File: src/core/xss_pkg.sv
// Constants for the transceiver status and skip control block
package xss_pkg;
    // Word byte addresses
    localparam logic [3:0] OFS_CTRL   = 4'h0;
    localparam logic [3:0] OFS_STATUS = 4'h4;
    localparam logic [3:0] OFS_LINK   = 4'h8;
    localparam logic [3:0] OFS_RXCFG  = 4'hC;
    // Control register fields
    localparam int B_EN_RLD  = 7;
    localparam int B_EN_LLD  = 6;
    localparam int B_EN_REMOTE_JABBER = 5;
    localparam int B_SKIP    = 2;
    localparam int B_EN_SQE  = 1;
    localparam int B_FILT    = 0;
    localparam logic [7:0] CTRL_RST  = 8'h01;
    localparam logic [7:0] CTRL_WMSK = 8'hE3;
    // Status register fields
    localparam int B_RLD  = 7;
    localparam int B_LLD  = 6;
    localparam int B_REMOTE_JABBER = 5;
    localparam int B_FARP = 4;
    localparam int B_POL  = 3;
    localparam int B_SQE  = 1;
    localparam logic [7:0] IRQ_MSK = 8'hE2;
    // Link config fields
    localparam int B_LCE  = 7;
    localparam int B_PDN  = 5;
    localparam int B_RXEN = 1;
    localparam int B_TXEN = 0;
    localparam logic [7:0] LINK_RST  = 8'h20;
    localparam logic [7:0] LINK_WMSK = 8'hA3;
    // Receive acceptance fields
    localparam int B_ACPT_BAD   = 0;
    localparam int B_ACPT_SHORT = 1;
    localparam logic [7:0] RXCFG_RST  = 8'h00;
    localparam logic [7:0] RXCFG_WMSK = 8'h03;
    // Packet lengths in bytes
    localparam logic [10:0] LEN_MIN_NORM  = 11'h03C;
    localparam logic [10:0] LEN_MIN_SHORT = 11'h006;
    // Skip completion time
    localparam int CLK_MHZ     = 125;
    localparam int SKIP_MAX_NS = 300;
    localparam int SKIP_CYC    = SKIP_MAX_NS * CLK_MHZ / 1000;
    localparam int PTR_W       = 16;
    typedef enum logic [1:0] {
        XSS_SK_IDLE = 2'b00,
        XSS_SK_MOVE = 2'b01,
        XSS_SK_DONE = 2'b11
    } xss_skip_t;
endpackage

File: src/core/xss_top.sv
// Transceiver status, skip and receive acceptance register block
//
// Our own choices: the register addresses and the Wishbone register port.
`timescale 1ns/1ns
`default_nettype none
module xss_top
    import xss_pkg::*;
(
    input  wire logic              clk_i,
    input  wire logic              rst_i,
    // Wishbone classic slave
    input  wire logic              cyc_i,
    input  wire logic              stb_i,
    input  wire logic              we_i,
    input  wire logic [3:0]        adr_i,
    input  wire logic [3:0]        sel_i,
    input  wire logic [31:0]       dat_i,
    output var  logic [31:0]       dat_o,
    output var  logic              ack_o,
    output var  logic              irq_o,
    // Line status sources
    input  wire logic              remote_linkdown_i,
    input  wire logic              local_linkdown_i,
    input  wire logic              remote_jabber_i,
    input  wire logic              compatible_far_port_i,
    input  wire logic              rx_polarity_reversed_i,
    input  wire logic              sqe_pulse_i,
    // Receive read pointer
    input  wire logic              rd_ptr_load_i,
    input  wire logic [PTR_W-1:0]  rd_ptr_val_i,
    input  wire logic [PTR_W-1:0]  rx_wr_ptr_i,
    input  wire logic [PTR_W-1:0]  next_pkt_ptr_i,
    output var  logic [PTR_W-1:0]  rd_ptr_o,
    // Receive acceptance
    input  wire logic              rx_end_i,
    input  wire logic [10:0]       rx_len_i,
    input  wire logic              rx_crc_err_i,
    input  wire logic              rx_align_err_i,
    input  wire logic              rx_accept_all_i,
    input  wire logic              rx_own_frame_i,
    output var  logic              rx_keep_o,
    output var  logic              rx_drop_o,
    output var  logic              rx_short_err_o,
    // Power control
    output var  logic              clk_stop_o,
    output var  logic              rx_enable_o,
    output var  logic              tx_enable_o
);

    ////////////////////////////////////////////////////////////////////
    typedef struct packed {
        logic [31:0]      dat;
        logic             ack;
        logic             irq;
        logic [7:0]       ctrl;
        logic [7:0]       stat;
        logic [7:0]       link;
        logic [7:0]       rxcfg;
        xss_skip_t        skst;
        logic [PTR_W-1:0] rd_ptr;
        logic             keep;
        logic             drop;
        logic             short_err;
        logic             clk_stop;
    } xss_state_t;

    xss_state_t st_ff;
    xss_state_t nxt_st;

    logic       acc;
    logic       wr_lo;
    logic [7:0] wbyte;
    logic       short_pkt;
    logic       bad_pkt;
    logic       self_drop;

    assign acc   = cyc_i && stb_i && !st_ff.ack;
    assign wr_lo = acc && we_i && sel_i[0];
    assign wbyte = dat_i[7:0];

    ////////////////////////////////////////////////////////////////////
    always_comb begin
        nxt_st          = st_ff;
        nxt_st.ack      = acc;
        nxt_st.dat      = '0;
        nxt_st.keep     = 1'b0;
        nxt_st.drop     = 1'b0;
        nxt_st.short_err = 1'b0;
        short_pkt       = 1'b0;
        bad_pkt         = 1'b0;
        self_drop       = 1'b0;

        // Register reads; unmapped reads return zero
        if (acc && !we_i) begin
            unique case (adr_i)
                OFS_CTRL:   nxt_st.dat[7:0] = st_ff.ctrl;
                OFS_STATUS: nxt_st.dat[7:0] = st_ff.stat;
                OFS_LINK:   nxt_st.dat[7:0] = st_ff.link;
                OFS_RXCFG:  nxt_st.dat[7:0] = st_ff.rxcfg;
                default:    nxt_st.dat      = '0;
            endcase
        end

        if (wr_lo && adr_i == OFS_CTRL) begin
            nxt_st.ctrl = (wbyte & CTRL_WMSK) | (st_ff.ctrl & ~CTRL_WMSK);
        end
        if (wr_lo && adr_i == OFS_LINK) begin
            nxt_st.link = wbyte & LINK_WMSK;
        end
        if (wr_lo && adr_i == OFS_RXCFG) begin
            nxt_st.rxcfg = wbyte & RXCFG_WMSK;
        end

        nxt_st.stat[B_RLD]  = remote_linkdown_i;
        nxt_st.stat[B_LLD]  = local_linkdown_i;
        nxt_st.stat[B_REMOTE_JABBER] = remote_jabber_i;
        nxt_st.stat[B_FARP] = compatible_far_port_i;
        nxt_st.stat[B_POL]  = rx_polarity_reversed_i;
        // sticky error, writing zero clears, set wins
        if (wr_lo && adr_i == OFS_STATUS && !wbyte[B_SQE]) begin
            nxt_st.stat[B_SQE] = 1'b0;
        end
        if (sqe_pulse_i) begin
            nxt_st.stat[B_SQE] = 1'b1;
        end

        // Normal pointer advance by the buffer controller
        if (rd_ptr_load_i && st_ff.skst == XSS_SK_IDLE) begin
            nxt_st.rd_ptr = rd_ptr_val_i;
        end

        unique case (st_ff.skst)
            XSS_SK_IDLE: begin
                if (wr_lo && adr_i == OFS_CTRL && wbyte[B_SKIP]) begin
                    nxt_st.ctrl[B_SKIP] = 1'b1;
                    nxt_st.skst         = XSS_SK_MOVE;
                end
            end
            XSS_SK_MOVE: begin
                if (st_ff.rd_ptr != rx_wr_ptr_i) begin
                    nxt_st.rd_ptr = next_pkt_ptr_i;
                end
                nxt_st.skst = XSS_SK_DONE;
            end
            XSS_SK_DONE: begin
                nxt_st.ctrl[B_SKIP] = 1'b0;
                nxt_st.skst         = XSS_SK_IDLE;
            end
            default: nxt_st.skst = XSS_SK_IDLE;
        endcase

        nxt_st.irq = |(st_ff.stat & st_ff.ctrl & IRQ_MSK);

        if (st_ff.rxcfg[B_ACPT_SHORT]) begin
            short_pkt = rx_len_i < LEN_MIN_SHORT;
        end else begin
            short_pkt = rx_len_i < LEN_MIN_NORM;
        end
        bad_pkt   = short_pkt || rx_crc_err_i || rx_align_err_i;
        // own frames filtered in accept-all mode
        self_drop = rx_accept_all_i && rx_own_frame_i && st_ff.ctrl[B_FILT];
        // drop bad packets unless accept-bad set
        if (rx_end_i) begin
            nxt_st.short_err = short_pkt;
            if (self_drop || (bad_pkt && !st_ff.rxcfg[B_ACPT_BAD])) begin
                nxt_st.drop = 1'b1;
            end else begin
                nxt_st.keep = 1'b1;
            end
        end

        // stop clocks only after the full sequence
        nxt_st.clk_stop = st_ff.link[B_LCE] && !st_ff.link[B_PDN]
                          && !st_ff.link[B_RXEN] && !st_ff.link[B_TXEN];
    end

    always_ff @(posedge clk_i) begin
        if (rst_i) begin
            st_ff        <= '0;
            st_ff.ctrl   <= CTRL_RST;
            st_ff.link   <= LINK_RST;
            st_ff.rxcfg  <= RXCFG_RST;
            st_ff.skst   <= XSS_SK_IDLE;
        end else begin
            st_ff <= nxt_st;
        end
    end

    ////////////////////////////////////////////////////////////////////
    assign dat_o          = st_ff.dat;
    assign ack_o          = st_ff.ack;
    assign irq_o          = st_ff.irq;
    assign rd_ptr_o       = st_ff.rd_ptr;
    assign rx_keep_o      = st_ff.keep;
    assign rx_drop_o      = st_ff.drop;
    assign rx_short_err_o = st_ff.short_err;
    assign clk_stop_o     = st_ff.clk_stop;
    assign rx_enable_o    = st_ff.link[B_RXEN];
    assign tx_enable_o    = st_ff.link[B_TXEN];

    ////////////////////////////////////////////////////////////////////
    localparam int SKIP_BOUND = SKIP_CYC;

    property p_rld_irq;
        @(posedge clk_i) disable iff (rst_i)
        (st_ff.ctrl[B_EN_RLD] && st_ff.stat[B_RLD]) |=> irq_o;
    endproperty
    a_rld_irq: assert property (p_rld_irq) else $error("remote linkdown irq missing");

    property p_sqe_irq;
        @(posedge clk_i) disable iff (rst_i)
        (st_ff.ctrl[B_EN_SQE] && st_ff.stat[B_SQE]) |=> irq_o;
    endproperty
    a_sqe_irq: assert property (p_sqe_irq) else $error("sqe irq missing");

    property p_irq_or;
        @(posedge clk_i) disable iff (rst_i)
        ##1 irq_o == |($past(st_ff.stat) & $past(st_ff.ctrl) & IRQ_MSK);
    endproperty
    a_irq_or: assert property (p_irq_or) else $error("irq not gated OR");

    property p_skip_move;
        @(posedge clk_i) disable iff (rst_i)
        (st_ff.skst == XSS_SK_MOVE && rd_ptr_o != rx_wr_ptr_i)
        |=> rd_ptr_o == $past(next_pkt_ptr_i);
    endproperty
    a_skip_move: assert property (p_skip_move) else $error("skip did not move");

    property p_skip_empty;
        @(posedge clk_i) disable iff (rst_i)
        (st_ff.skst == XSS_SK_MOVE && rd_ptr_o == rx_wr_ptr_i) |=> $stable(rd_ptr_o);
    endproperty
    a_skip_empty: assert property (p_skip_empty) else $error("empty pointer moved");

    property p_skip_done;
        @(posedge clk_i) disable iff (rst_i)
        $rose(st_ff.ctrl[B_SKIP]) |-> ##[1:SKIP_BOUND] !st_ff.ctrl[B_SKIP];
    endproperty
    a_skip_done: assert property (p_skip_done) else $error("skip not done in time");

    property p_filt_rst;
        @(posedge clk_i) $fell(rst_i) |-> st_ff.ctrl[B_FILT];
    endproperty
    a_filt_rst: assert property (p_filt_rst) else $error("filter bit not set");

    property p_self_drop;
        @(posedge clk_i) disable iff (rst_i)
        (rx_end_i && rx_accept_all_i && rx_own_frame_i && st_ff.ctrl[B_FILT])
        |=> rx_drop_o && !rx_keep_o;
    endproperty
    a_self_drop: assert property (p_self_drop) else $error("own frame kept");

    // Status is cleared for the cycle after reset, so skip that one
    property p_stat_live;
        @(posedge clk_i) disable iff (rst_i)
        !$past(rst_i) |-> st_ff.stat[7:3] == $past({remote_linkdown_i, local_linkdown_i,
            remote_jabber_i, compatible_far_port_i, rx_polarity_reversed_i});
    endproperty
    a_stat_live: assert property (p_stat_live) else $error("status not tracking");

    property p_sqe_set;
        @(posedge clk_i) disable iff (rst_i)
        sqe_pulse_i |=> st_ff.stat[B_SQE];
    endproperty
    a_sqe_set: assert property (p_sqe_set) else $error("sqe not captured");

    property p_bad_drop;
        @(posedge clk_i) disable iff (rst_i)
        (rx_end_i && (rx_crc_err_i || rx_align_err_i) && !st_ff.rxcfg[B_ACPT_BAD])
        |=> rx_drop_o;
    endproperty
    a_bad_drop: assert property (p_bad_drop) else $error("bad packet kept");

    property p_short_len;
        @(posedge clk_i) disable iff (rst_i)
        (rx_end_i && !st_ff.rxcfg[B_ACPT_SHORT] && rx_len_i < LEN_MIN_NORM)
        |=> rx_short_err_o;
    endproperty
    a_short_len: assert property (p_short_len) else $error("short not flagged");

    property p_short_ok;
        @(posedge clk_i) disable iff (rst_i)
        (rx_end_i && st_ff.rxcfg[B_ACPT_SHORT] && rx_len_i >= LEN_MIN_SHORT)
        |=> !rx_short_err_o;
    endproperty
    a_short_ok: assert property (p_short_ok) else $error("six byte packet short");

    property p_pdn;
        @(posedge clk_i) disable iff (rst_i)
        clk_stop_o |-> $past(st_ff.link[B_LCE]) && !$past(st_ff.link[B_PDN]);
    endproperty
    a_pdn: assert property (p_pdn) else $error("clock stop without sequence");

    property p_wake;
        @(posedge clk_i) disable iff (rst_i)
        st_ff.link[B_PDN] |=> !clk_stop_o;
    endproperty
    a_wake: assert property (p_wake) else $error("clocks not restarted");

endmodule
`default_nettype wire

File: config.mk
export PLATFORM = sky130hd
export DESIGN_NAME = xss_top
export DESIGN_NICKNAME = d
export VERILOG_FILES = /design/src/core/xss_pkg.sv /design/src/core/xss_top.sv
export SDC_FILE = /design/constraint.sdc
export NUM_CORES = 1
export LEC_CHECK = 0
export BUFFER_PORTS_ARGS = -buffer_cell sky130_fd_sc_hd__buf_2
export CAP_MARGIN = 20
export CORE_UTILIZATION = 40
export DETAILED_ROUTE_END_ITERATION = 6
export PLACE_DENSITY = 0.84
export RECOVER_POWER = 25
export SKIP_CTS_REPAIR_TIMING = 1
export SYNTH_ARGS = -nofsm -noshare
export SYNTH_HDL_FRONTEND = slang
export SYNTH_SLANG_ARGS = --single-unit
File: constraint.sdc
create_clock -name clk_i -period 2.25 [get_ports clk_i]
set_input_delay 0 -clock clk_i [delete_from_list [all_inputs] [get_ports clk_i]]
set_output_delay 0 -clock clk_i [all_outputs]
set_load 0.005 [all_outputs]
After elaboration in Yosys (flattened, before gate mapping) --
Cells that the tools add are included.
Operators by class: $lt $le $gt $ge 2, eq/ne operators 7, muxes and demuxes 14, bitwise gates (word level) 4, reduce and logical (&&, ||, !) cells 34
Operator list (number):
- $mux W16 | 3
- $pmux W8 S4 | 1
- $logic_and A1 B1 Y1 | 18
- $ne A16 B16 Y1 | 1
- $lt A11 B3 Y1 const B | 1
- $lt A11 B6 Y1 const B | 1
- $and A8 B8 Y8 | 1
- $eq A4 B4 Y1 const B | 2
- $or A8 B5 Y8 | 1
- $logic_not A1 Y1 | 7
- $mux W1 | 6
- $eq A4 B3 Y1 const B | 1
- $logic_not A4 Y1 | 1
- $pmux W2 S2 | 1
- $reduce_or A2 Y1 | 2
- $reduce_or A4 Y1 | 1
- $logic_or A1 B1 Y1 | 3
- $mux W3 | 1
- $eq A2 B1 Y1 const B | 1
- $eq A2 B2 Y1 const B | 1
- $logic_not A2 Y1 | 1
- $mux W2 | 1
- $ne A2 B1 Y1 const B | 1
- $not A1 Y1 | 2
- 2 further kinds | 2
Storage, ports and cells: register bits 76, input bits 116, word-level logic and storage cells 77

Logic depth before layout (Yosys ltp) --
depth after elaboration 8, depth in mapped cells 6, gate-level depth less buffers 5

Least setup slack after synthesis --
Ideal clock, no wire load.
kind flip-flop to flip-flop, start reg st_ff, in the netlist rd_ptr_o[9], end reg st_ff, in the netlist rd_ptr_o[12], data arrival time 1.530 ns, required time 2.162 ns, path slack 0.632 ns, cell stages (with the launch flop) 7, buffers on the path 1, clock period less this slack 1.618 ns, cell sequence dfxtp_1 -> xnor2_1 -> nand4_1 -> o41ai_4 -> buf_6 -> nor2_1 -> a311oi_2
Between the ends: longest elaborated chain between the ends 3
RTL lines:
- from (decl) | line xss_top.sv:67 | xss_state_t st_ff;
- from (signal assigned) | line xss_top.sv:185 | st_ff <= nxt_st;
- $ne A16 B16 Y1 | line xss_top.sv:140 | if (st_ff.rd_ptr != rx_wr_ptr_i) begin
- $mux W16 | line xss_top.sv:140
- $mux W16 | line xss_top.sv:132 | unique case (st_ff.skst)
Every way passes these cells. A chain may end at the register's enable or synchronous reset.

Final worst setup path --
start reg st_ff, in the netlist rd_ptr_o[8], end reg st_ff, in the netlist rd_ptr_o[6]
Same word-level chain as after synthesis.

==> key figures <==
Timing
  • Clock skew: 0.00524 ns
  • Finish-stage setup viols: 0
  • Final period util: 0.842
  • Fmax: about 0.53 GHz
  • Final min period: 1.89 ns
  • Worst relative slew slack: 0.607
  • Final Max Slew Viols: 0
  • Hold_ws: -0.00947 ns
  • Setup TNS: 0 ns
  • RSZ-0062 raised after global routing: no
  • Slew @ Worst Pin: 0.588 ns
  • Final hold vios: 3

Worst setup path
  • Crit path capture type: register
  • Critical Path RT: 2.47 ns
  • Crit path kind: register to register
  • Worst Path Arrival: ~2.1 ns
  • Worst-path fanout max: 26
  • Crit path launch type: register

Route
  • DR WL/cell: approximately 13 um
  • Routed wire length: 6440 um
  • Vias/cell: just under 5
  • Via Count: 2,410
  • Antenna Nets Post-Route: 0
  • Pre-antenna DRT Iters: 7
  • DR iter-0 viols: 87
  • DR DRC count: 10

Synthesis
  • Post-synth cell types: 38
  • Sequential cell area fraction in the yosys report: 0.368
  • Top cells by count, synth: dfxtp_1 (50), buf_4 (49), nor2_1 (41)
  • Top FF cell, synth: dfxtp_1
  • Share of the synthesized area in the top cell type: 0.368
  • Post-synthesis register bit count: 50
  • Number of flops mapped to enable cells by yosys: 0
  • Post-Syn Area per Cell: 9.07 sq um
  • Ys async rst share: 0
  • Synthesized area: between 2000 and 3000 sq um
  • Post-synth top area cell: dfxtp_1
  • Leading cell type by number of instances after synthesis: dfxtp_1
  • Ys Warns: 0
  • Synth top area cells: dfxtp_1 (37%), buf_4 (14%), a311oi_2 (7.7%), nor2_1 (5.7%), xnor2_1 (5.1%)
  • Cells after synthesis: 300

Clock tree
  • Htree depth: 2
  • Max clock buf depth: 2
  • CTS Root Cell: clkbuf_8
  • TritonCTS Sinks: 50
  • CTS clk-pin slew, worst paths: 0.10 ns
  • CTS tree: yes
  • Cts bufs inserted: 5
  • Clk Latency, worst-skew pair: about 0.31 ns

Pwr
  • P_sw: 832 uW
  • P per Cell Area: ~740 nW/um^2
  • VDD IR-drop max: 0.000378 V
  • Clock group share of total power: 0.256
  • Sw Ratio: 0.325
  • Sequential share of power: 0.422
  • Logic pwr share: 0.322
  • Int Power: 1.73 mW
  • LEAKAGE: 1.51 nW

Place
  • GPL Wtd Cong: 0.828
  • Placed cell areas: between 3000 and 4000 sq um
  • Port Buf Inserts: approximately 120
  • Detailed-placement wirelength estimate: 4600 um

Global route
  • Largest net degree at the start of global routing: 41
  • Overall Global Routing Usage: 0.168
  • Vias in the first global route: 2,065
  • Initial antenna violation count: 0
  • Final global-route overflow total: 0
  • First-pass GRT wire length: just over 9000 um

Finish
  • Nets@finish: ~530
  • Layout cell share with drive strength beyond 1: 0.350
  • Core Util, Final: 0.534
  • Ant. Diodes: 0
  • Final Cell Area: roughly 3400 sq um
  • Layout area overhead: 26.7%
  • Fill count: approximately 600

Floorplan
  • Die W: ~84 um
  • Core area: ~6500 sq um
  • DIE AREA: slightly above 7000 sq um
  • Die height: 84.5 um
  • Starting Density: 0.421
  • Row Count: 29
  • I/O pins: approximately 170

Worst hold path
  • Hold Crit Class: primary input to register

Status
  • Status: complete, but fails checks
  • Violated checks: DRC, hold timing

Job
  • Max-Cap Viols: 0
power groups by stage:
stage               Combinational (mW)  Clock, mW  Sequential (mW)
CTS                              0.798      0.682             1.08
global route                     0.901      0.717             1.09
finish                           0.825      0.656             1.08
floorplan                        0.680          0             1.07
global placement                 0.774          0             1.10
detailed placement               0.798          0             1.10
metrics by stage:
step                power, mW  setup WS [ns]  instances
global route             2.71          0.293        491
detailed placement       1.90          0.370        458
finish                   2.56          0.355        491
floorplan                1.75          0.632        323
global placement         1.87          0.425        458
CTS                      2.56          0.347        466
logic make-up after synthesis:
logic type	synth area share
buffers and inverters	0.171
AO/OA/AOI/OAI	0.143
XOR/XNOR	0.0515
AND/OR/NAND/NOR	0.200
flip-flops	0.368
other	0.00138
adder cells (fa/ha/maj)	0.00919
multiplexers	0.0561
worst paths after layout:
path / start / to / slack [ns] / cells past startpoint
max: rd_ptr_o[8] / rd_ptr_o[6] / 0.36 / 6
min: rd_ptr_val_i[4] / rd_ptr_o[4] / -0.009 / 3
max reg2reg: rd_ptr_o[8] / rd_ptr_o[6] / 0.36 / 6
min reg2reg: st_ff[42] / dat_o[4] / 0.43 / 1
flip-flops by register name, indices dropped and copies added, names as in the netlist:
name            cells
rd_ptr_o           16
st_ff              18
rx_drop_o           1
rx_short_err_o      1
rx_keep_o           1
dat_o               8
tx_enable_o         1
irq_o               1
clk_stop_o          1
ack_o               1
rx_enable_o         1
layout make-up:
type | count | area (sq um) | area share
clock inverter | 3 | 47.5 | 0.0138
timing repair buffer | 147 | 881 | 0.256
inverter | 3 | 11.3 | 0.00327
tap | 77 | 96.3 | 0.0279
clock buffer | 5 | 68.8 | 0.0200
sequential | 50 | 1000 | 0.290
multi-input combinational | 206 | 1340 | 0.389
routing by layer:
metal	part of all wire	global-route usage
met1	0.41	0.188
met5	0	0
met3	0.076	0.0423
met2	0.50	0.304
met4	0.011	0.0647
layout by cell type (no fill, tap or decap), types with 3 or more instances in the layout:
cell type        n
a211o_1          3
a211oi_1         3
a21oi_1          6
a22oi_1          4
a311oi_2        14
and2_1           3
buf_2          113
buf_4            4
clkbuf_1         4
clkbuf_8         5
conb_1          24
dfxtp_1         50
dlygate4sd3_1   25
inv_1            3
mux2i_1         13
nand2_1         20
nand3_1         17
nand4_1          4
nor2_1          41
nor2b_1          9
nor3_1           3
xnor2_1         16
worst max-delay path, stage by stage, from the launching register on:
cell and delay, ns:
dfxtp_1 0.34, xnor2_1 0.20, nand4_1 0.23, o41ai_4 0.47, buf_12 0.23, nor2_1 0.07
a311oi_2 0.25
No activity file was read; power rests on OpenSTA's default activity.
